==> src/rtl/intr_pkg.sv <==
package intr_pkg;

	// ****************************************************
	// register map, byte index on the plain port
	// ****************************************************
	localparam int unsigned AW = 3;
	localparam logic [AW-1:0] ADDR_IEN1 = 3'h0;
	localparam logic [AW-1:0] ADDR_IEN2 = 3'h1;
	localparam logic [AW-1:0] ADDR_INT_REQ_REG1 = 3'h2;
	localparam logic [AW-1:0] ADDR_INT_REQ_REG2 = 3'h3;
	localparam logic [AW-1:0] ADDR_WAKE_FLAG = 3'h4;
	localparam logic [AW-1:0] ADDR_WAKE_EDGE = 3'h5;
	localparam logic [AW-1:0] ADDR_EXT_EDGE = 3'h6;
	localparam logic [AW-1:0] ADDR_CCR = 3'h7;

	// ****************************************************
	// field positions
	// ****************************************************
	localparam int unsigned IEN1_WAKE_BIT = 5;
	localparam int unsigned INT_REQ_REG1_ONE_BIT = 5;
	localparam int unsigned INT_REQ_REG1_TA_BIT = 7;
	localparam int unsigned INT_REQ_REG1_S1_BIT = 6;
	localparam int unsigned INT_REQ_REG2_DT_BIT = 7;
	localparam int unsigned INT_REQ_REG2_AD_BIT = 6;
	localparam int unsigned INT_REQ_REG2_TG_BIT = 4;
	localparam int unsigned INT_REQ_REG2_TFH_BIT = 3;
	localparam int unsigned INT_REQ_REG2_TFL_BIT = 2;
	localparam int unsigned INT_REQ_REG2_TC_BIT = 1;
	localparam int unsigned INT_REQ_REG2_EC_BIT = 0;
	localparam int unsigned CCR_I_BIT = 7;
	localparam int unsigned N_EXT = 5;
	localparam int unsigned N_WAKE = 8;

	// ****************************************************
	// reset values and vectors
	// ****************************************************
	localparam logic [7:0] WAKE_EDGE_RST = 8'h00;
	localparam logic [7:0] INT_REQ_REG1_ONE_MASK = 8'h20;
	localparam logic [7:0] CNT_ONES = 8'hFF;
	localparam logic [7:0] CNT_ZERO = 8'h00;
	localparam int unsigned N_SRC = 17;
	localparam logic [4:0] VEC_EXT_BASE = 5'h04;
	localparam logic [4:0] VEC_WAKE = 5'h09;
	localparam logic [4:0] VEC_INT_LO = 5'h0A;
	localparam logic [4:0] VEC_INT_HI = 5'h14;

	// ****************************************************
	// acceptance sequence lengths in states, and the stack count for the condition code push
	// ****************************************************
	localparam logic [3:0] STACK_STATES = 4'h4;
	localparam logic [3:0] VFETCH_STATES = 4'h2;
	localparam logic [3:0] IFETCH_STATES = 4'h4;
	localparam logic [3:0] CCR_PUSH_CNT = 4'h2;

	typedef enum logic [1:0] {ST_IDLE, ST_STACK, ST_VECT, ST_FETCH} seq_t;

endpackage

==> src/rtl/pin_edge_det.sv <==
// two-stage synchroniser and selectable edge detector per pin
module pin_edge_det #(
	parameter int W = 8
) (
	input wire logic sys_clk,
	input wire logic sys_rst,
	input wire logic [W-1:0] pin,
	input wire logic [W-1:0] rise_sel,
	output logic [W-1:0] edge_pulse
);
	typedef struct packed {
		logic [W-1:0] sync1;
		logic [W-1:0] sync2;
		logic [W-1:0] prev;
		logic [2:0] prime;
		logic [W-1:0] pulse;
	} det_t;

	det_t st;
	det_t nx;

	// prime holds off pulses until prev carries a real pin level
	always_comb
	begin
		nx = st;
		nx.sync1 = pin;
		nx.sync2 = st.sync1;
		nx.prev = st.sync2;
		nx.prime = {st.prime[1:0], 1'b1};
		nx.pulse = '0;
		if (st.prime[2])
		begin
			nx.pulse = (rise_sel & st.sync2 & ~st.prev)
				| (~rise_sel & ~st.sync2 & st.prev);
		end
	end

	always_ff @(posedge sys_clk or posedge sys_rst)
	begin
		if (sys_rst)
			st <= '0;
		else
			st <= nx;
	end

	assign edge_pulse = st.pulse;
endmodule

==> src/rtl/count_wrap_det.sv <==
// flags a counter stepping all ones to zero or zero to all ones
module count_wrap_det #(
	parameter int W = 8
) (
	input wire logic sys_clk,
	input wire logic sys_rst,
	input wire logic [W-1:0] count,
	output logic up_wrap,
	output logic down_wrap
);
	typedef struct packed {
		logic [W-1:0] prev;
		logic primed;
		logic up;
		logic down;
	} wrap_t;

	wrap_t st;
	wrap_t nx;

	// count is on this clock, so no synchroniser is needed
	always_comb
	begin
		nx = st;
		nx.prev = count;
		nx.primed = 1'b1;
		nx.up = st.primed && (&st.prev) && (count == '0);
		nx.down = st.primed && (st.prev == '0) && (&count);
	end

	always_ff @(posedge sys_clk or posedge sys_rst)
	begin
		if (sys_rst)
			st <= '0;
		else
			st <= nx;
	end

	assign up_wrap = st.up;
	assign down_wrap = st.down;
endmodule

==> src/rtl/intr_ctrl.sv <==
// Contract
// - timer C flag sets on counter wrap FF to 00 or 00 to FF
// - event flag: high byte overflow in 16-bit, either byte in 8-bit mode
// - flags survive acceptance, clear by writing 0, writing 1 does nothing
// - wakeup flag sets on selected edge when pin has wakeup function
// - wakeup edge bit 0 falling, 1 rising, register resets to zero
// - each external pin has its own edge select bit
// - external pin edge with interrupt function sets its request flag
// - one group enable gates all eight wakeup requests
// - each external pin request has its own enable bit
// - internal sources have flags and matching enable bits
// - mask bit set holds every maskable request pending
// - all wakeup sources share vector 9
// - external pins 4 to 0 use vectors 8 to 4, pin 0 first
// - internal sources use vectors 20 down to 10; the code's nine internal sources use vectors 10 to 18 only
// - source raises a request only while enabled, then flag sets
// - highest priority request selected, others stay pending
// - selected request accepted only when mask bit is 0
// - after instruction ends, push return PC then condition code
// - acceptance sets the mask bit
// - vector address generated, handler address fetched and started
// - clear colliding with a request still leaves that interrupt taken
// - stacking 4 states, vector fetch 2, instruction fetch 4
module intr_ctrl (
	input wire logic sys_clk,
	input wire logic sys_rst,
	input wire logic [2:0] reg_addr,
	input wire logic [7:0] reg_wdata,
	input wire logic reg_wr,
	input wire logic reg_rd,
	output logic [7:0] reg_rdata,
	input wire logic [7:0] wakeup_pin,
	input wire logic [7:0] wakeup_pin_func,
	input wire logic [4:0] ext_req_pin,
	input wire logic [4:0] ext_pin_func,
	input wire logic [7:0] timer_c_count,
	input wire logic [7:0] event_ctr_high,
	input wire logic [7:0] event_ctr_low,
	input wire logic event_ctr_16bit,
	input wire logic [6:0] periph_req,
	input wire logic instr_done,
	input wire logic [15:0] next_pc,
	input wire logic [6:0] ccr_flags,
	input wire logic [15:0] vector_data,
	output logic cpu_mask,
	output logic stack_wr,
	output logic [15:0] stack_data,
	output logic vector_rd,
	output logic [15:0] vector_addr,
	output logic fetch_rd,
	output logic [15:0] fetch_addr,
	output logic handler_start,
	output logic [4:0] accept_vector
);
	typedef struct packed {
		logic [7:0] ien1;
		logic [7:0] ien2;
		logic [7:0] int_req_reg1;
		logic [7:0] int_req_reg2;
		logic [7:0] wflag;
		logic [7:0] wedge;
		logic [4:0] eedge;
		logic i_bit;
		intr_pkg::seq_t seq;
		logic [3:0] cnt;
		logic [4:0] vec;
		logic [7:0] saved_ccr;
		logic [7:0] rdata;
		logic stack_wr;
		logic [15:0] stack_data;
		logic vector_rd;
		logic [15:0] vector_addr;
		logic fetch_rd;
		logic [15:0] fetch_addr;
		logic handler_start;
	} ctrl_t;

	ctrl_t st;
	ctrl_t nx;

	logic [7:0] wake_edge;
	logic [4:0] ext_edge;
	logic tc_up;
	logic tc_down;
	logic ech_up;
	logic ecl_up;
	logic [4:0] ext_set;
	logic [7:0] wake_set;
	logic [7:0] int_req_reg1_set;
	logic [7:0] int_req_reg2_set;
	logic [16:0] pend;
	logic [4:0] prio_vec;
	logic accept;
	logic [7:0] rd_mux;
	logic wr_int_req_reg1;
	logic wr_int_req_reg2;
	logic wr_wflag;

	// ****************************************************
	// pin edges and counter wraps
	// ****************************************************
	// wakeup edge polarity
	pin_edge_det #(.W(intr_pkg::N_WAKE)) u_wake_edge (
		.sys_clk(sys_clk),
		.sys_rst(sys_rst),
		.pin(wakeup_pin),
		.rise_sel(st.wedge),
		.edge_pulse(wake_edge)
	);

	pin_edge_det #(.W(intr_pkg::N_EXT)) u_ext_edge (
		.sys_clk(sys_clk),
		.sys_rst(sys_rst),
		.pin(ext_req_pin),
		.rise_sel(st.eedge),
		.edge_pulse(ext_edge)
	);

	count_wrap_det #(.W(8)) u_tc_wrap (
		.sys_clk(sys_clk),
		.sys_rst(sys_rst),
		.count(timer_c_count),
		.up_wrap(tc_up),
		.down_wrap(tc_down)
	);

	// the event counter only counts up, so down wraps are unused
	count_wrap_det #(.W(8)) u_ech_wrap (
		.sys_clk(sys_clk),
		.sys_rst(sys_rst),
		.count(event_ctr_high),
		.up_wrap(ech_up),
		.down_wrap()
	);

	count_wrap_det #(.W(8)) u_ecl_wrap (
		.sys_clk(sys_clk),
		.sys_rst(sys_rst),
		.count(event_ctr_low),
		.up_wrap(ecl_up),
		.down_wrap()
	);

	// ****************************************************
	// flag set terms
	// ****************************************************
	// external request with pin function and enable
	assign ext_set = ext_edge & ext_pin_func & st.ien1[4:0];
	// group enable gates all wakeup pins
	assign wake_set = wake_edge & wakeup_pin_func
		& {intr_pkg::N_WAKE{st.ien1[intr_pkg::IEN1_WAKE_BIT]}};

	// internal requests only pass while enabled
	always_comb
	begin
		int_req_reg1_set = '0;
		int_req_reg2_set = '0;
		int_req_reg1_set[4:0] = ext_set;
		int_req_reg1_set[intr_pkg::INT_REQ_REG1_TA_BIT] = periph_req[6];
		int_req_reg1_set[intr_pkg::INT_REQ_REG1_S1_BIT] = periph_req[5];
		int_req_reg2_set[intr_pkg::INT_REQ_REG2_DT_BIT] = periph_req[4];
		int_req_reg2_set[intr_pkg::INT_REQ_REG2_AD_BIT] = periph_req[3];
		int_req_reg2_set[intr_pkg::INT_REQ_REG2_TG_BIT] = periph_req[2];
		int_req_reg2_set[intr_pkg::INT_REQ_REG2_TFH_BIT] = periph_req[1];
		int_req_reg2_set[intr_pkg::INT_REQ_REG2_TFL_BIT] = periph_req[0];
		int_req_reg2_set[intr_pkg::INT_REQ_REG2_TC_BIT] = tc_up | tc_down;
		// event counter overflow by counting mode
		int_req_reg2_set[intr_pkg::INT_REQ_REG2_EC_BIT] = ech_up
			| (!event_ctr_16bit && ecl_up);
		int_req_reg1_set[7:5] = int_req_reg1_set[7:5] & st.ien1[7:5];
		int_req_reg2_set = int_req_reg2_set & st.ien2;
	end

	// ****************************************************
	// priority selection
	// ****************************************************
	// each flag is gated by its own enable bit, except the wakeup flags, which share the group enable
	always_comb
	begin
		pend = '0;
		// pins 0 to 4 take vectors 4 to 8
		pend[4:0] = st.int_req_reg1[4:0] & st.ien1[4:0];
		pend[5] = (|st.wflag) & st.ien1[intr_pkg::IEN1_WAKE_BIT];
		// internal sources fill vectors 10 upward
		pend[6] = st.int_req_reg2[7] & st.ien2[7];
		pend[7] = st.int_req_reg1[7] & st.ien1[7];
		pend[8] = st.int_req_reg1[6] & st.ien1[6];
		pend[9] = st.int_req_reg2[1] & st.ien2[1];
		pend[10] = st.int_req_reg2[0] & st.ien2[0];
		pend[11] = st.int_req_reg2[2] & st.ien2[2];
		pend[12] = st.int_req_reg2[3] & st.ien2[3];
		pend[13] = st.int_req_reg2[4] & st.ien2[4];
		pend[14] = st.int_req_reg2[6] & st.ien2[6];
	end

	// one winner, the rest stay pending
	// lowest vector wins; scan from the top down
	always_comb
	begin
		prio_vec = intr_pkg::VEC_EXT_BASE;
		for (int i = intr_pkg::N_SRC - 1; i >= 0; i--)
		begin
			if (pend[i])
				prio_vec = intr_pkg::VEC_EXT_BASE + 5'(i);
		end
	end

	// mask bit holds every request pending
	// accept only unmasked, at an instruction boundary
	assign accept = (st.seq == intr_pkg::ST_IDLE) && (|pend)
		&& !st.i_bit && instr_done;

	// ****************************************************
	// register port
	// ****************************************************
	assign wr_int_req_reg1 = reg_wr && (reg_addr == intr_pkg::ADDR_INT_REQ_REG1);
	assign wr_int_req_reg2 = reg_wr && (reg_addr == intr_pkg::ADDR_INT_REQ_REG2);
	assign wr_wflag = reg_wr && (reg_addr == intr_pkg::ADDR_WAKE_FLAG);

	// the forced one in the first request register is never stored
	always_comb
	begin
		case (reg_addr)
			intr_pkg::ADDR_IEN1: rd_mux = st.ien1;
			intr_pkg::ADDR_IEN2: rd_mux = st.ien2;
			intr_pkg::ADDR_INT_REQ_REG1: rd_mux = st.int_req_reg1 | intr_pkg::INT_REQ_REG1_ONE_MASK;
			intr_pkg::ADDR_INT_REQ_REG2: rd_mux = st.int_req_reg2;
			intr_pkg::ADDR_WAKE_FLAG: rd_mux = st.wflag;
			intr_pkg::ADDR_WAKE_EDGE: rd_mux = st.wedge;
			intr_pkg::ADDR_EXT_EDGE: rd_mux = {3'h0, st.eedge};
			intr_pkg::ADDR_CCR: rd_mux = {st.i_bit, ccr_flags};
			default: rd_mux = '0;
		endcase
	end

	// ****************************************************
	// next state
	// ****************************************************
	always_comb
	begin
		nx = st;
		nx.stack_wr = 1'b0;
		nx.vector_rd = 1'b0;
		nx.fetch_rd = 1'b0;
		nx.handler_start = 1'b0;
		if (reg_rd)
			nx.rdata = rd_mux;
		if (reg_wr && reg_addr == intr_pkg::ADDR_IEN1)
			nx.ien1 = reg_wdata;
		if (reg_wr && reg_addr == intr_pkg::ADDR_IEN2)
			nx.ien2 = reg_wdata;
		if (reg_wr && reg_addr == intr_pkg::ADDR_WAKE_EDGE)
			nx.wedge = reg_wdata;
		if (reg_wr && reg_addr == intr_pkg::ADDR_EXT_EDGE)
			nx.eedge = reg_wdata[4:0];
		if (reg_wr && reg_addr == intr_pkg::ADDR_CCR)
			nx.i_bit = reg_wdata[intr_pkg::CCR_I_BIT];
		// write 0 clears, write 1 keeps
		nx.int_req_reg1 = st.int_req_reg1 & (wr_int_req_reg1 ? reg_wdata : '1);
		nx.int_req_reg2 = st.int_req_reg2 & (wr_int_req_reg2 ? reg_wdata : '1);
		nx.wflag = st.wflag & (wr_wflag ? reg_wdata : '1);
		nx.int_req_reg1[intr_pkg::INT_REQ_REG1_ONE_BIT] = 1'b0;
		// reserved bit of the second request register is plain storage
		if (wr_int_req_reg2)
			nx.int_req_reg2[5] = reg_wdata[5];
		// an arriving request beats a same cycle clear
		nx.int_req_reg1 = nx.int_req_reg1 | int_req_reg1_set;
		nx.int_req_reg2 = nx.int_req_reg2 | int_req_reg2_set;
		// wakeup flags from the selected edge
		nx.wflag = nx.wflag | wake_set;
		case (st.seq)
			intr_pkg::ST_IDLE:
			begin
				if (accept)
				begin
					nx.seq = intr_pkg::ST_STACK;
					nx.cnt = intr_pkg::STACK_STATES - 4'h1;
					nx.vec = prio_vec;
					nx.saved_ccr = {st.i_bit, ccr_flags};
					nx.stack_wr = 1'b1;
					nx.stack_data = next_pc;
					nx.i_bit = 1'b1;
				end
			end
			intr_pkg::ST_STACK:
			begin
				// condition code pushed as a word
				if (st.cnt == intr_pkg::CCR_PUSH_CNT)
				begin
					nx.stack_wr = 1'b1;
					nx.stack_data = {st.saved_ccr, st.saved_ccr};
				end
				if (st.cnt == '0)
				begin
					// vectors are words, two bytes apart
					nx.seq = intr_pkg::ST_VECT;
					nx.cnt = intr_pkg::VFETCH_STATES - 4'h1;
					nx.vector_rd = 1'b1;
					nx.vector_addr = 16'({st.vec, 1'b0});
				end
				else
					nx.cnt = st.cnt - 4'h1;
			end
			intr_pkg::ST_VECT:
			begin
				if (st.cnt == '0)
				begin
					// handler start taken from the vector
					nx.seq = intr_pkg::ST_FETCH;
					nx.cnt = intr_pkg::IFETCH_STATES - 4'h1;
					nx.fetch_rd = 1'b1;
					nx.fetch_addr = vector_data;
				end
				else
					nx.cnt = st.cnt - 4'h1;
			end
			intr_pkg::ST_FETCH:
			begin
				if (st.cnt == '0)
				begin
					nx.seq = intr_pkg::ST_IDLE;
					nx.handler_start = 1'b1;
				end
				else
					nx.cnt = st.cnt - 4'h1;
			end
			default: nx.seq = intr_pkg::ST_IDLE;
		endcase
	end

	// every field, edge selects included, resets to zero
	always_ff @(posedge sys_clk or posedge sys_rst)
	begin
		if (sys_rst)
		begin
			st <= '0;
			st.wedge <= intr_pkg::WAKE_EDGE_RST;
		end
		else
			st <= nx;
	end

	assign reg_rdata = st.rdata;
	assign cpu_mask = st.i_bit;
	assign stack_wr = st.stack_wr;
	assign stack_data = st.stack_data;
	assign vector_rd = st.vector_rd;
	assign vector_addr = st.vector_addr;
	assign fetch_rd = st.fetch_rd;
	assign fetch_addr = st.fetch_addr;
	assign handler_start = st.handler_start;
	assign accept_vector = st.vec;
endmodule

==> config.mk <==
export PLATFORM = sky130hd
export DESIGN_NAME = intr_ctrl
export DESIGN_NICKNAME = d
export VERILOG_FILES = /design/src/rtl/intr_pkg.sv /design/src/rtl/pin_edge_det.sv /design/src/rtl/count_wrap_det.sv /design/src/rtl/intr_ctrl.sv
export SDC_FILE = /design/constraint.sdc
export NUM_CORES = 1
export LEC_CHECK = 0
export BUFFER_PORTS_ARGS = -buffer_cell sky130_fd_sc_hd__buf_2
export CAP_MARGIN = 0
export CORE_MARGIN = 2
export CORE_UTILIZATION = 48
export DETAILED_ROUTE_END_ITERATION = 10
export GPL_TIMING_DRIVEN = 1
export PLACE_DENSITY = 0.71
export SLEW_MARGIN = 5
export SYNTH_ARGS = -nofsm -noshare
export SYNTH_HDL_FRONTEND = slang
export SYNTH_HIERARCHICAL = 1
export SYNTH_SLANG_ARGS = --single-unit
==> constraint.sdc <==
create_clock -name sys_clk -period 4.4 [get_ports sys_clk]
set_input_delay 0.22 -clock sys_clk [delete_from_list [all_inputs] [get_ports sys_clk]]
set_output_delay 0.22 -clock sys_clk [all_outputs]
set_load 0.02 [all_outputs]
==> results.md, run 1 <==
* Outcome: finished, final reports clean
* Critical Path AT at 3180 ps
* Worst Clk Skew at 16.4 ps
* Vias in the first global route at 6042
* Post-route ant nets at 0
* F_max at 356 MHz
* Area Growth Syn to Fin at 22.8%
* CTS tree: yes
* Final period utilization at 63.8%
* Nets at 1031
* Syn Inst Count at 724
* CP max FO at 16
* Clk buf depth at 3
* Clk sink count at 210
* Core area at 18600 um^2
* Via density at 5.35
* TNS Setup at 0 ps
* Fin. max-slew vios at 0
* Area of the multi-input gates at 3130 um^2
* Total Routed Length at 20.0 mm
* Required @ worst endpoint at 4780 ps
* Syn. warnings at 6
* Final hold vios at 0
* Rows at 50
* Power per cell area at 567 nW/um^2
* Max cap viols at 0
* Chip width at 142 um
* Iteration-0 DRC count of the detailed router at 311
* Post-CTS Resized at 0
* Tot GR Track Use at 20.1%
* Routing usage on met3 at 4.49%
* Antenna violations before repair at 2
* Number of H-tree levels at 1
* Reg area at 5260 um^2
* Filler instances at 1480
* Met2 GRT Util at 32.4%
* Global route overflow at 0
* Die Y at 142 um
* RSZ-0062 raised after global routing: false
* Placement Setup Slack at 1610 ps
* Setup violations, final at 0
* Final core occ at 59.8%
* CP peak stage delay at 570 ps
* Worst-Skew Late Latency at 510 ps
* Routed wire per std cell at 17.2 um
* IO buf count at 167
* Slew @ Worst Pin at 1100 ps
* Fin crit period at 2810 ps
* Post-route setup slack at 1590 ps
* Worst path cell trace: inv_1 -> ha_1 -> nand3b_1 -> a31o_4 -> a21oi_4 -> mux2_2
* Layout cells sized above 1 at 32.8%
* Startpoint Class: flop
* Syn avg cell area at 12.6 um^2
* CTS Root Cell: clkbuf_16
* Hold Path Class: in -> reg
* Worst VDD drop at 0.338 mV
* Post-synthesis cell area at 9090 um^2
* Drt pass-1 iters at 5
* Grt peak-use layer: met2
* Ports at 179
* DRC at 0
* Num CTS Buffers at 22
* Largest net degree at the start of global routing at 49
* Leak pwr at 5.25 nW
* Max_slew headroom at 25.9%
* Tot Pwr at 6.32 mW
* Crit-path slowest cell: a21oi_4
* Dpl hpwl at 13.9 mm
* Final GP Congestion at 0.892
* GRT met1 Usage at 27.9%
* Via count of the routed design at 6208
* Starting Density at 48.7%
* Die ar. at 20000 um^2
* CP Capture Type: flop
* Clk slew on worst S/H paths at 60 ps
* CP Class: reg -> reg
* First-pass GRT wire length at 32.0 mm
[layout make-up]
cell class | instances | area share (%)
inverter | 22 | 0.763
sequential | 210 | 47.1
clock buffer | 31 | 5.87
clock inverter | 7 | 1.09
tap | 234 | 2.62
antenna | 1 | 0.0224
timing repair buffer | 246 | 14.5
multi-input combinational | 409 | 28.0
[layer usage]
metal  vias to the layer above  share of wire, %
met5                         -                 0
met4                         0               2.0
met3                        34               7.1
met2                       210                47
met1                      3077                44
li1                       2887                 -
[stage by stage]
step / std cells / instance area (um^2) / hold slack (ps)
floorplan: 734 / 9120 / 60.2
global placement: 1045 / 9620 / 303
detailed placement: 1045 / 9620 / 303
CTS: 1159 / 11200 / 6.67
global route: 1159 / 11200 / 7.63
finish: 1160 / 11200 / 17.3
[repair_timing]
item | CTS | global route
buffers inserted | 0 | 0
setup endpoints to repair | 0 | 0
hold buffers | 76 | 0
endpoints found under the hold margin | 194 | 0
[worst max-delay path: cells and delay by family (launching register included)]
family                     cells  cell delay (ps)
muxes                          1              410
and+or+nand+nor                1              380
AOI/OAI and AO/OA              2              930
DFF                            1              420
adders and majority gates      1              460
buffers and inverters          1               90
[worst paths after layout]
kind / cells after the start / endpoint / startpoint / slack (ps)
setup reg to reg: 6 / stack_data[15]$_DFFE_PP0P_ / st[77]$_DFFE_PP0P_ / 1590
min in group asynchronous: 3 / u_ecl_wrap/st[7]$_DFF_PP0_ / sys_rst / 310
setup / recovery: 6 / stack_data[15]$_DFFE_PP0P_ / st[77]$_DFFE_PP0P_ / 1590
max in group asynchronous: 4 / stack_data[6]$_DFFE_PP0P_ / sys_rst / 3130
hold / removal: 2 / st[66]$_DFFE_PP0P_ / ccr_flags[6] / 20
hold reg to reg: 0 / u_ext_edge/st[7]$_DFF_PP0_ / u_ext_edge/nx[7]$_DFF_PP0_ / 340
[power breakdown]
group | leakage [nW] | internal (mW) | switching [mW]
logic | 2.31 | 0.789 | 0.901
clock network | 0.385 | 1.21 | 0.720
registers | 2.56 | 2.35 | 0.350
[cell usage in the layout (no fill, tap or decap), drive strengths merged, types with 6 or more instances in the layout]
cell type and n:
nand3 20, nor2 15, nand4bb 12, nand2 69, clkbuf 31, o221ai 6
and3 6, mux2 75, a22o 18, ha 7, nor4 6, conb 16
dfrtp 210, a21oi 10, nand4b 16, o21ai 44, buf 170, nand3b 6
a22oi 6, mux2i 7, dlygate4sd3 76, a31oi 6, and2 7, inv 22
[flip-flops by register name, indices dropped and copies added, names as in the netlist, 6 cells and up, named ones only]
name	flops
u_ecl_wrap/st	9
u_wake_edge/st	9
u_ech_wrap/st	9
u_wake_edge/nx	18
st	65
u_ext_edge/st	6
fetch_addr	16
u_tc_wrap/st	9
stack_data	16
u_wake_edge/edge_pulse	8
reg_rdata	8
u_ext_edge/nx	12
Note: power is estimated with default switching activity, not from simulation.
==> inputs of run 2 (changes only) <==
Settings changed: ABC_AREA set to 1.
Clock period 4.4 ns to 2.65 ns, I/O delays scaled along.
==> results.md, run 2 <==
* Area after DPL at 9770 um^2 (was 9620 um^2)
* Max_slew headroom at 42.8% (was 25.9%)
* Reg area at 5260 um^2 (unchanged)
* Ports at 179 (unchanged)
* Global route overflow at 0 (unchanged)
* Placement Setup Slack at 572 ps (was 1610 ps)
* Setup violations, final at 0 (unchanged)
* Layout cells sized above 1 at 17.7% (was 32.8%)
* Leak pwr at 6.13 nW (was 5.25 nW)
* Clk buf depth at 3 (unchanged)
* Clk sink count at 210 (unchanged)
* Worst Hold End: st[82]$_DFFE_PP0P_ (was st[66]$_DFFE_PP0P_)
* Hold WS at 26.2 ps (was 17.3 ps)
* Outcome: finished, final reports clean (unchanged)
* Power share of the clock group at 30.5% (about the same)
* IO buf count at 167 (unchanged)
* Filler instances at 1549 (was 1480)
* Drt pass-1 iters at 8 (was 5)
* P_sw at 3.61 mW (was 1.97 mW)
* CP Class: reg -> reg (unchanged)
* Area Growth Syn to Fin at 27.9% (was 22.8%)
* Most common cell after layout, fill and taps aside: nand2_1 (was dfrtp_1)
* First-pass GRT wire length at 36.4 mm (was 32.0 mm)
* Power per cell area at 892 nW/um^2 (was 567 nW/um^2)
* Post-CTS Resized at 0 (unchanged)
* Vias in the first global route at 7546 (was 6042)
* CP Capture Type: flop (unchanged)
* Hold Path Depth at 3 (was 2)
* Number of H-tree levels at 1 (unchanged)
* Antenna violations before repair at 0 (was 2)
* Chip width at 143 um (was 142 um)
* Via density at 4.85 (was 5.35)
* Tot GR Track Use at 22.4% (was 20.1%)
* Final GP Congestion at 0.878 (was 0.892)
* Worst-Skew Late Latency at 510 ps (about the same)
* Clk slew on worst S/H paths at 60 ps (about the same)
* Required @ worst endpoint at 3080 ps (was 4780 ps)
* Final hold vios at 0 (unchanged)
* Hold Path Class: in -> reg (unchanged)
* Via count of the routed design at 7509 (was 6208)
* CP max FO at 31 (was 16)
* Reg with most FFs: st (unchanged)
* CP peak stage delay at 410 ps (was 570 ps)
* R2R setup slack at 550 ps (was 1590 ps)
* Fin crit period at 2100 ps (was 2810 ps)
* Crit Reg-Reg Endpoint: stack_data[15]$_DFFE_PP0P_ (unchanged)
* Worst Clk Skew at 10.6 ps (was 16.4 ps)
* Max reg flops at 65 (unchanged)
* Syn. warnings at 6 (unchanged)
* Die Y at 143 um (was 142 um)
* Max cap viols at 0 (unchanged)
* Area of the multi-input gates at 2840 um^2 (was 3130 um^2)
* Post-synthesis cell area at 9220 um^2 (was 9090 um^2)
* Syn Inst Count at 1058 (was 724)
* Routed wire per std cell at 14.3 um (was 17.2 um)
* TNS Setup at 0 ps (unchanged)
* Nets at 1418 (was 1031)
* Worst path cell trace: inv_1 -> ha_1 -> inv_2 -> nor2_1 -> nand2_1 -> clkinv_1 -> nand2_4 -> inv_2 -> nand2_1 -> nand2_1 -> nand2_1 -> o21ai_1 (was inv_1 -> ha_1 -> nand3b_1 -> a31o_4 -> a21oi_4 -> mux2_2)
* Slew @ Worst Pin at 857 ps (was 1100 ps)
* Switching part of the total power at 34.3% (was 31.2%)
* RSZ-0062 raised after global routing: false (unchanged)
* Hold path start: reg_wdata[2] (was ccr_flags[6])
* Num CTS Buffers at 23 (was 22)
* P_int at 6.91 mW (was 4.35 mW)
* Largest net degree at the start of global routing at 50 (was 49)
* FF-to-FF Start: st[78]$_DFFE_PP0P_ (was st[77]$_DFFE_PP0P_)
* Worst VDD drop at 0.658 mV (was 0.338 mV)
* CTS tree: yes (unchanged)
* F_max at 476 MHz (was 356 MHz)
* Total Routed Length at 22.2 mm (was 20.0 mm)
* Critical Path AT at 2530 ps (was 3180 ps)
* Fin. max-slew vios at 0 (unchanged)
* Die ar. at 20300 um^2 (was 20000 um^2)
* Iteration-0 DRC count of the detailed router at 472 (was 311)
* Startpoint Class: flop (unchanged)
* Crit-path slowest cell: dfrtp_1 (was a21oi_4)
* Syn avg cell area at 8.71 um^2 (was 12.6 um^2)
* Share of power burned in registers at 41.4% (was 42.8%)
* Ant. Diodes at 0 (was 1)
* R2R depth at 12 (was 6)
* Post-route ant nets at 0 (unchanged)
* Dpl hpwl at 14.8 mm (was 13.9 mm)
* Starting Density at 49.1% (was 48.7%)
* Core area at 18800 um^2 (was 18600 um^2)
* Combinational power share at 28.1% (was 26.7%)
* Final period utilization at 79.2% (was 63.8%)
* DRC at 0 (unchanged)
* CTS Root Cell: clkbuf_16 (unchanged)
* Post-route setup slack at 550 ps (was 1590 ps)
* Final instance area at 11800 um^2 (was 11200 um^2)
* Rows at 50 (unchanged)
* Most common cell on crit path: nand2_1
* Commonest non-fill, non-tap cells in the layout: nand2_1, dfrtp_1, buf_2 (was dfrtp_1, buf_2, dlygate4sd3_1)
[run 2: power groups by stage]
stage	logic [mW]	clock network, mW	registers, mW
after floorplan	2.42	0	4.28
after global placement	2.62	0	4.37
after detailed placement	2.68	0	4.39
after CTS	2.95	3.28	4.34
after global routing	3.33	3.41	4.43
final	2.96	3.20	4.36
[run 2: layer usage]
metal | global-route usage (%) | vias to the layer above | routed length, um
met2 | 39.9 | 257 | 10900
met3 | 3.77 | 48 | 1350
met1 | 28.2 | 3520 | 9370
met5 | 0 | - | 0
met4 | 6.31 | 0 | 541
li1 | - | 3684 | -
[run 2: stage by stage]
step                total power, mW  util [%]  std cells
floorplan                      6.69         -       1068
global placement               6.99      52.0       1382
detailed placement             7.07      52.0       1382
CTS                            10.6      62.8       1548
global route                   11.2      62.8       1548
finish                         10.5      62.8       1548
[run 2: final cells by class]
cell class | instances | share of cell area [%]
Sequential cell | 210 | 44.6
Multi-Input combinational cell | 639 | 24.1
Timing Repair Buffer | 296 | 18.2
Clock buffer | 30 | 5.53
Inverter | 128 | 4.11
Tap cell | 234 | 2.48
Clock inverter | 11 | 1.01
[run 2: critical path: cells and delay by family (launching register included)]
family	cells	cell delay [ps]
buf+inv	4	670
compound gates	1	70
fa+ha+maj	1	290
flops	1	410
simple gates	6	560
[run 2: what timing repair did]
item,CTS,global route
setup buffers,0,0
hold buffers,125,0
hold endpoints to repair,240,0
[run 2: worst max-delay path by stage]
stage	startpoint	slack (ps)	cells after the start	endpoint
after global placement	st[77]$_DFFE_PP0P_	630	12	stack_data[1]$_DFFE_PP0P_
after floorplan	st[77]$_DFFE_PP0P_	1010	10	stack_data[0]$_DFFE_PP0P_
final	st[78]$_DFFE_PP0P_	550	12	stack_data[15]$_DFFE_PP0P_
after CTS	st[78]$_DFFE_PP0P_	550	12	stack_data[15]$_DFFE_PP0P_
after detailed placement	st[77]$_DFFE_PP0P_	570	12	stack_data[5]$_DFFE_PP0P_
after global routing	st[77]$_DFFE_PP0P_	270	12	stack_data[5]$_DFFE_PP0P_
==> inputs of run 3 (changes only) <==
Settings changed: PLACE_DENSITY 0.71 to 0.73.
Clock period 2.65 ns to 1.81 ns, I/O delays scaled along.
==> results.md, run 3 (synthesis gave the netlist of run 2 again) <==
* CTS tree: yes (unchanged)
* Critical Path AT at 2080 ps (was 2530 ps)
* Global route overflow at 0 (unchanged)
* Crit-path slowest cell: dfrtp_1 (unchanged)
* Max_slew headroom at 59.1% (was 42.8%)
* Final period utilization at 93.2% (was 79.2%)
* Iteration-0 DRC count of the detailed router at 447 (was 472)
* Clk sink count at 210 (unchanged)
* Leak pwr at 6.16 nW (was 6.13 nW)
* Worst-Skew Late Latency at 530 ps (was 510 ps)
* Tot GR Track Use at 22.6% (was 22.4%)
* Slew @ Worst Pin at 613 ps (was 857 ps)
* Ant. Diodes at 0 (unchanged)
* Via count of the routed design at 7657 (was 7509)
* Area of the multi-input gates at 2870 um^2 (was 2840 um^2)
* CP Buf/Inv Count at 1 (was 4)
* Number of H-tree levels at 1 (unchanged)
* Cells after DPL at 1391 (was 1382)
* Drt pass-1 iters at 5 (was 8)
* Post-route insts no fill at 1557 (was 1548)
* Commonest non-fill, non-tap cells in the layout: nand2_1, dfrtp_1, buf_2 (unchanged)
* Filler instances at 1560 (was 1549)
* Via density at 4.92 (was 4.85)
* Power per cell area at 1300 nW/um^2 (was 892 nW/um^2)
* Final GP Congestion at 0.918 (was 0.878)
* Worst VDD drop at 0.822 mV (was 0.658 mV)
* IO buf count at 167 (unchanged)
* Routed wire per std cell at 14.6 um (was 14.3 um)
* Clk slew on worst S/H paths at 60 ps (about the same)
* Startpoint Class: flop (unchanged)
* Most common cell on crit path: nand2_1 (unchanged)
* Die Y at 143 um (unchanged)
* Required @ worst endpoint at 2200 ps (was 3080 ps)
* CTS Root Cell: clkbuf_16 (unchanged)
* Post-route ant nets at 0 (unchanged)
* Vias in the first global route at 7729 (was 7546)
* Starting Density at 49.1% (unchanged)
* Core area at 18800 um^2 (unchanged)
* Area after DPL at 9850 um^2 (was 9770 um^2)
* Die ar. at 20300 um^2 (unchanged)
* Rows at 50 (unchanged)
* CP Class: reg -> reg (unchanged)
* Final hold vios at 0 (unchanged)
* Worst path cell trace: nand2_1 -> nand3_1 -> nor2_2 -> nand4_2 -> nand2_4 -> a21oi_4 -> buf_12 -> nand2_1 -> o21ai_1 (was inv_1 -> ha_1 -> inv_2 -> nor2_1 -> nand2_1 -> clkinv_1 -> nand2_4 -> inv_2 -> nand2_1 -> nand2_1 -> nand2_1 -> o21ai_1)
* DRC at 0 (unchanged)
* Ports at 179 (unchanged)
* Critical path's top delay family: simple AND/OR/NAND/NOR gates (was buffers and inverters)
* Clk buf depth at 3 (unchanged)
* Nets at 1431 (was 1418)
* Antenna violations before repair at 0 (unchanged)
* CP Capture Type: flop (unchanged)
* Outcome: finished, final reports clean (unchanged)
* Worst Clk Skew at 21.6 ps (was 10.6 ps)
* Max reg flops at 65 (unchanged)
* Fin crit period at 1690 ps (was 2100 ps)
* Total Routed Length at 22.8 mm (was 22.2 mm)
* Max cap viols at 0 (unchanged)
* Most common cell after layout, fill and taps aside: nand2_1 (unchanged)
* Tot Pwr at 15.4 mW (was 10.5 mW)
* Dpl hpwl at 15.1 mm (was 14.8 mm)
* First-pass GRT wire length at 36.9 mm (was 36.4 mm)
* F_max at 593 MHz (was 476 MHz)
* Area Growth Syn to Fin at 28.9% (was 27.9%)
* Reg with most FFs: st (unchanged)
* Chip width at 143 um (unchanged)
* Num CTS Buffers at 23 (unchanged)
* Final instance area at 11900 um^2 (was 11800 um^2)
* CP peak stage delay at 420 ps (was 410 ps)
* Setup violations, final at 0 (unchanged)
* Hold Path Class: in -> reg (unchanged)
* Fin. max-slew vios at 0 (unchanged)
* Largest net degree at the start of global routing at 67 (was 50)
* Layout cells sized above 1 at 18.2% (was 17.7%)
* Reg area at 5260 um^2 (unchanged)
* CP max FO at 32 (was 31)
[run 3: cell count changes in the layout (fill, tap and decap cells not counted), sizes merged]
| cell | delta |
|---|---|
| dlygate4sd3 | +3 |
| clkinvlp | -1 |
| clkinv | -6 |
| clkbuf | +4 |
| buf | +10 |
| bufinv | -1 |
[run 3: final timing paths]
path	startpoint	to	slack (ps)	cells past startpoint
max	st[121]$_DFFE_PP0P_	stack_data[4]$_DFFE_PP0P_	120	9
min	reg_wr	cpu_mask$_DFF_PP0_	50	3
max reg2reg	st[121]$_DFFE_PP0P_	stack_data[4]$_DFFE_PP0P_	120	9
min reg2reg	u_ext_edge/nx[15]$_DFF_PP0_	u_ext_edge/nx[10]$_DFF_PP0_	350	0
max in group asynchronous	sys_rst	stack_data[10]$_DFFE_PP0P_	870	4
min in group asynchronous	sys_rst	u_ech_wrap/st[2]$_DFF_PP0_	220	3
[run 3: power by group]
| group | total [mW] | switching, mW | internal, mW | leakage (nW) |
|---|---|---|---|---|
| Combinational | 4.58 | 2.85 | 1.73 | 3.23 |
| Sequential | 6.37 | 0.674 | 5.69 | 2.59 |
| Clock | 4.45 | 1.81 | 2.64 | 0.348 |
[run 3: through the flow]
step	setup TNS (ps)	worst slack [ps]	utilization, %	hold slack, ps
floorplan	0	167	-	-69.3
global placement	0	39.2	52.5	191
detailed placement	-384	-46.4	52.5	199
CTS	0	94.7	63.1	23.5
global route	-30.6	-11.4	63.3	50.0
finish	0	123	63.3	47.4
[run 3: per-layer routing]
metal | routed length [um] | track usage (%) | vias to the layer above
met1 | 9210 | 28.2 | 3566
met5 | 0 | 0 | -
met2 | 11100 | 39.2 | 309
met3 | 1670 | 4.31 | 68
met4 | 784 | 8.34 | 0
li1 | - | - | 3714
[run 3: final cells by class]
type | count | area share, %
Clock buffer | 34 | 5.53
Clock inverter | 3 | 0.463
Inverter | 128 | 4.12
Multi-Input combinational cell | 639 | 24.2
Sequential cell | 210 | 44.2
Tap cell | 234 | 2.46
Timing Repair Buffer | 309 | 19.0
[run 3: what timing repair did]
item / in CTS / in global routing
hold buffers: 128 / 0
gates resized for setup: 1 / 10
endpoints found under the setup margin: 17 / 24
hold endpoints to repair: 240 / 0
setup buffers: 0 / 1
pin swaps: 0 / 1
[run 3: worst reg2reg max path, stage by stage (launching register included)]
cell     delay, ps
dfrtp_1        420
nand2_1        160
nand3_1        150
nor2_2         150
nand4_2        140
nand2_4        160
a21oi_4         80
buf_12         160
nand2_1         70
o21ai_1         70
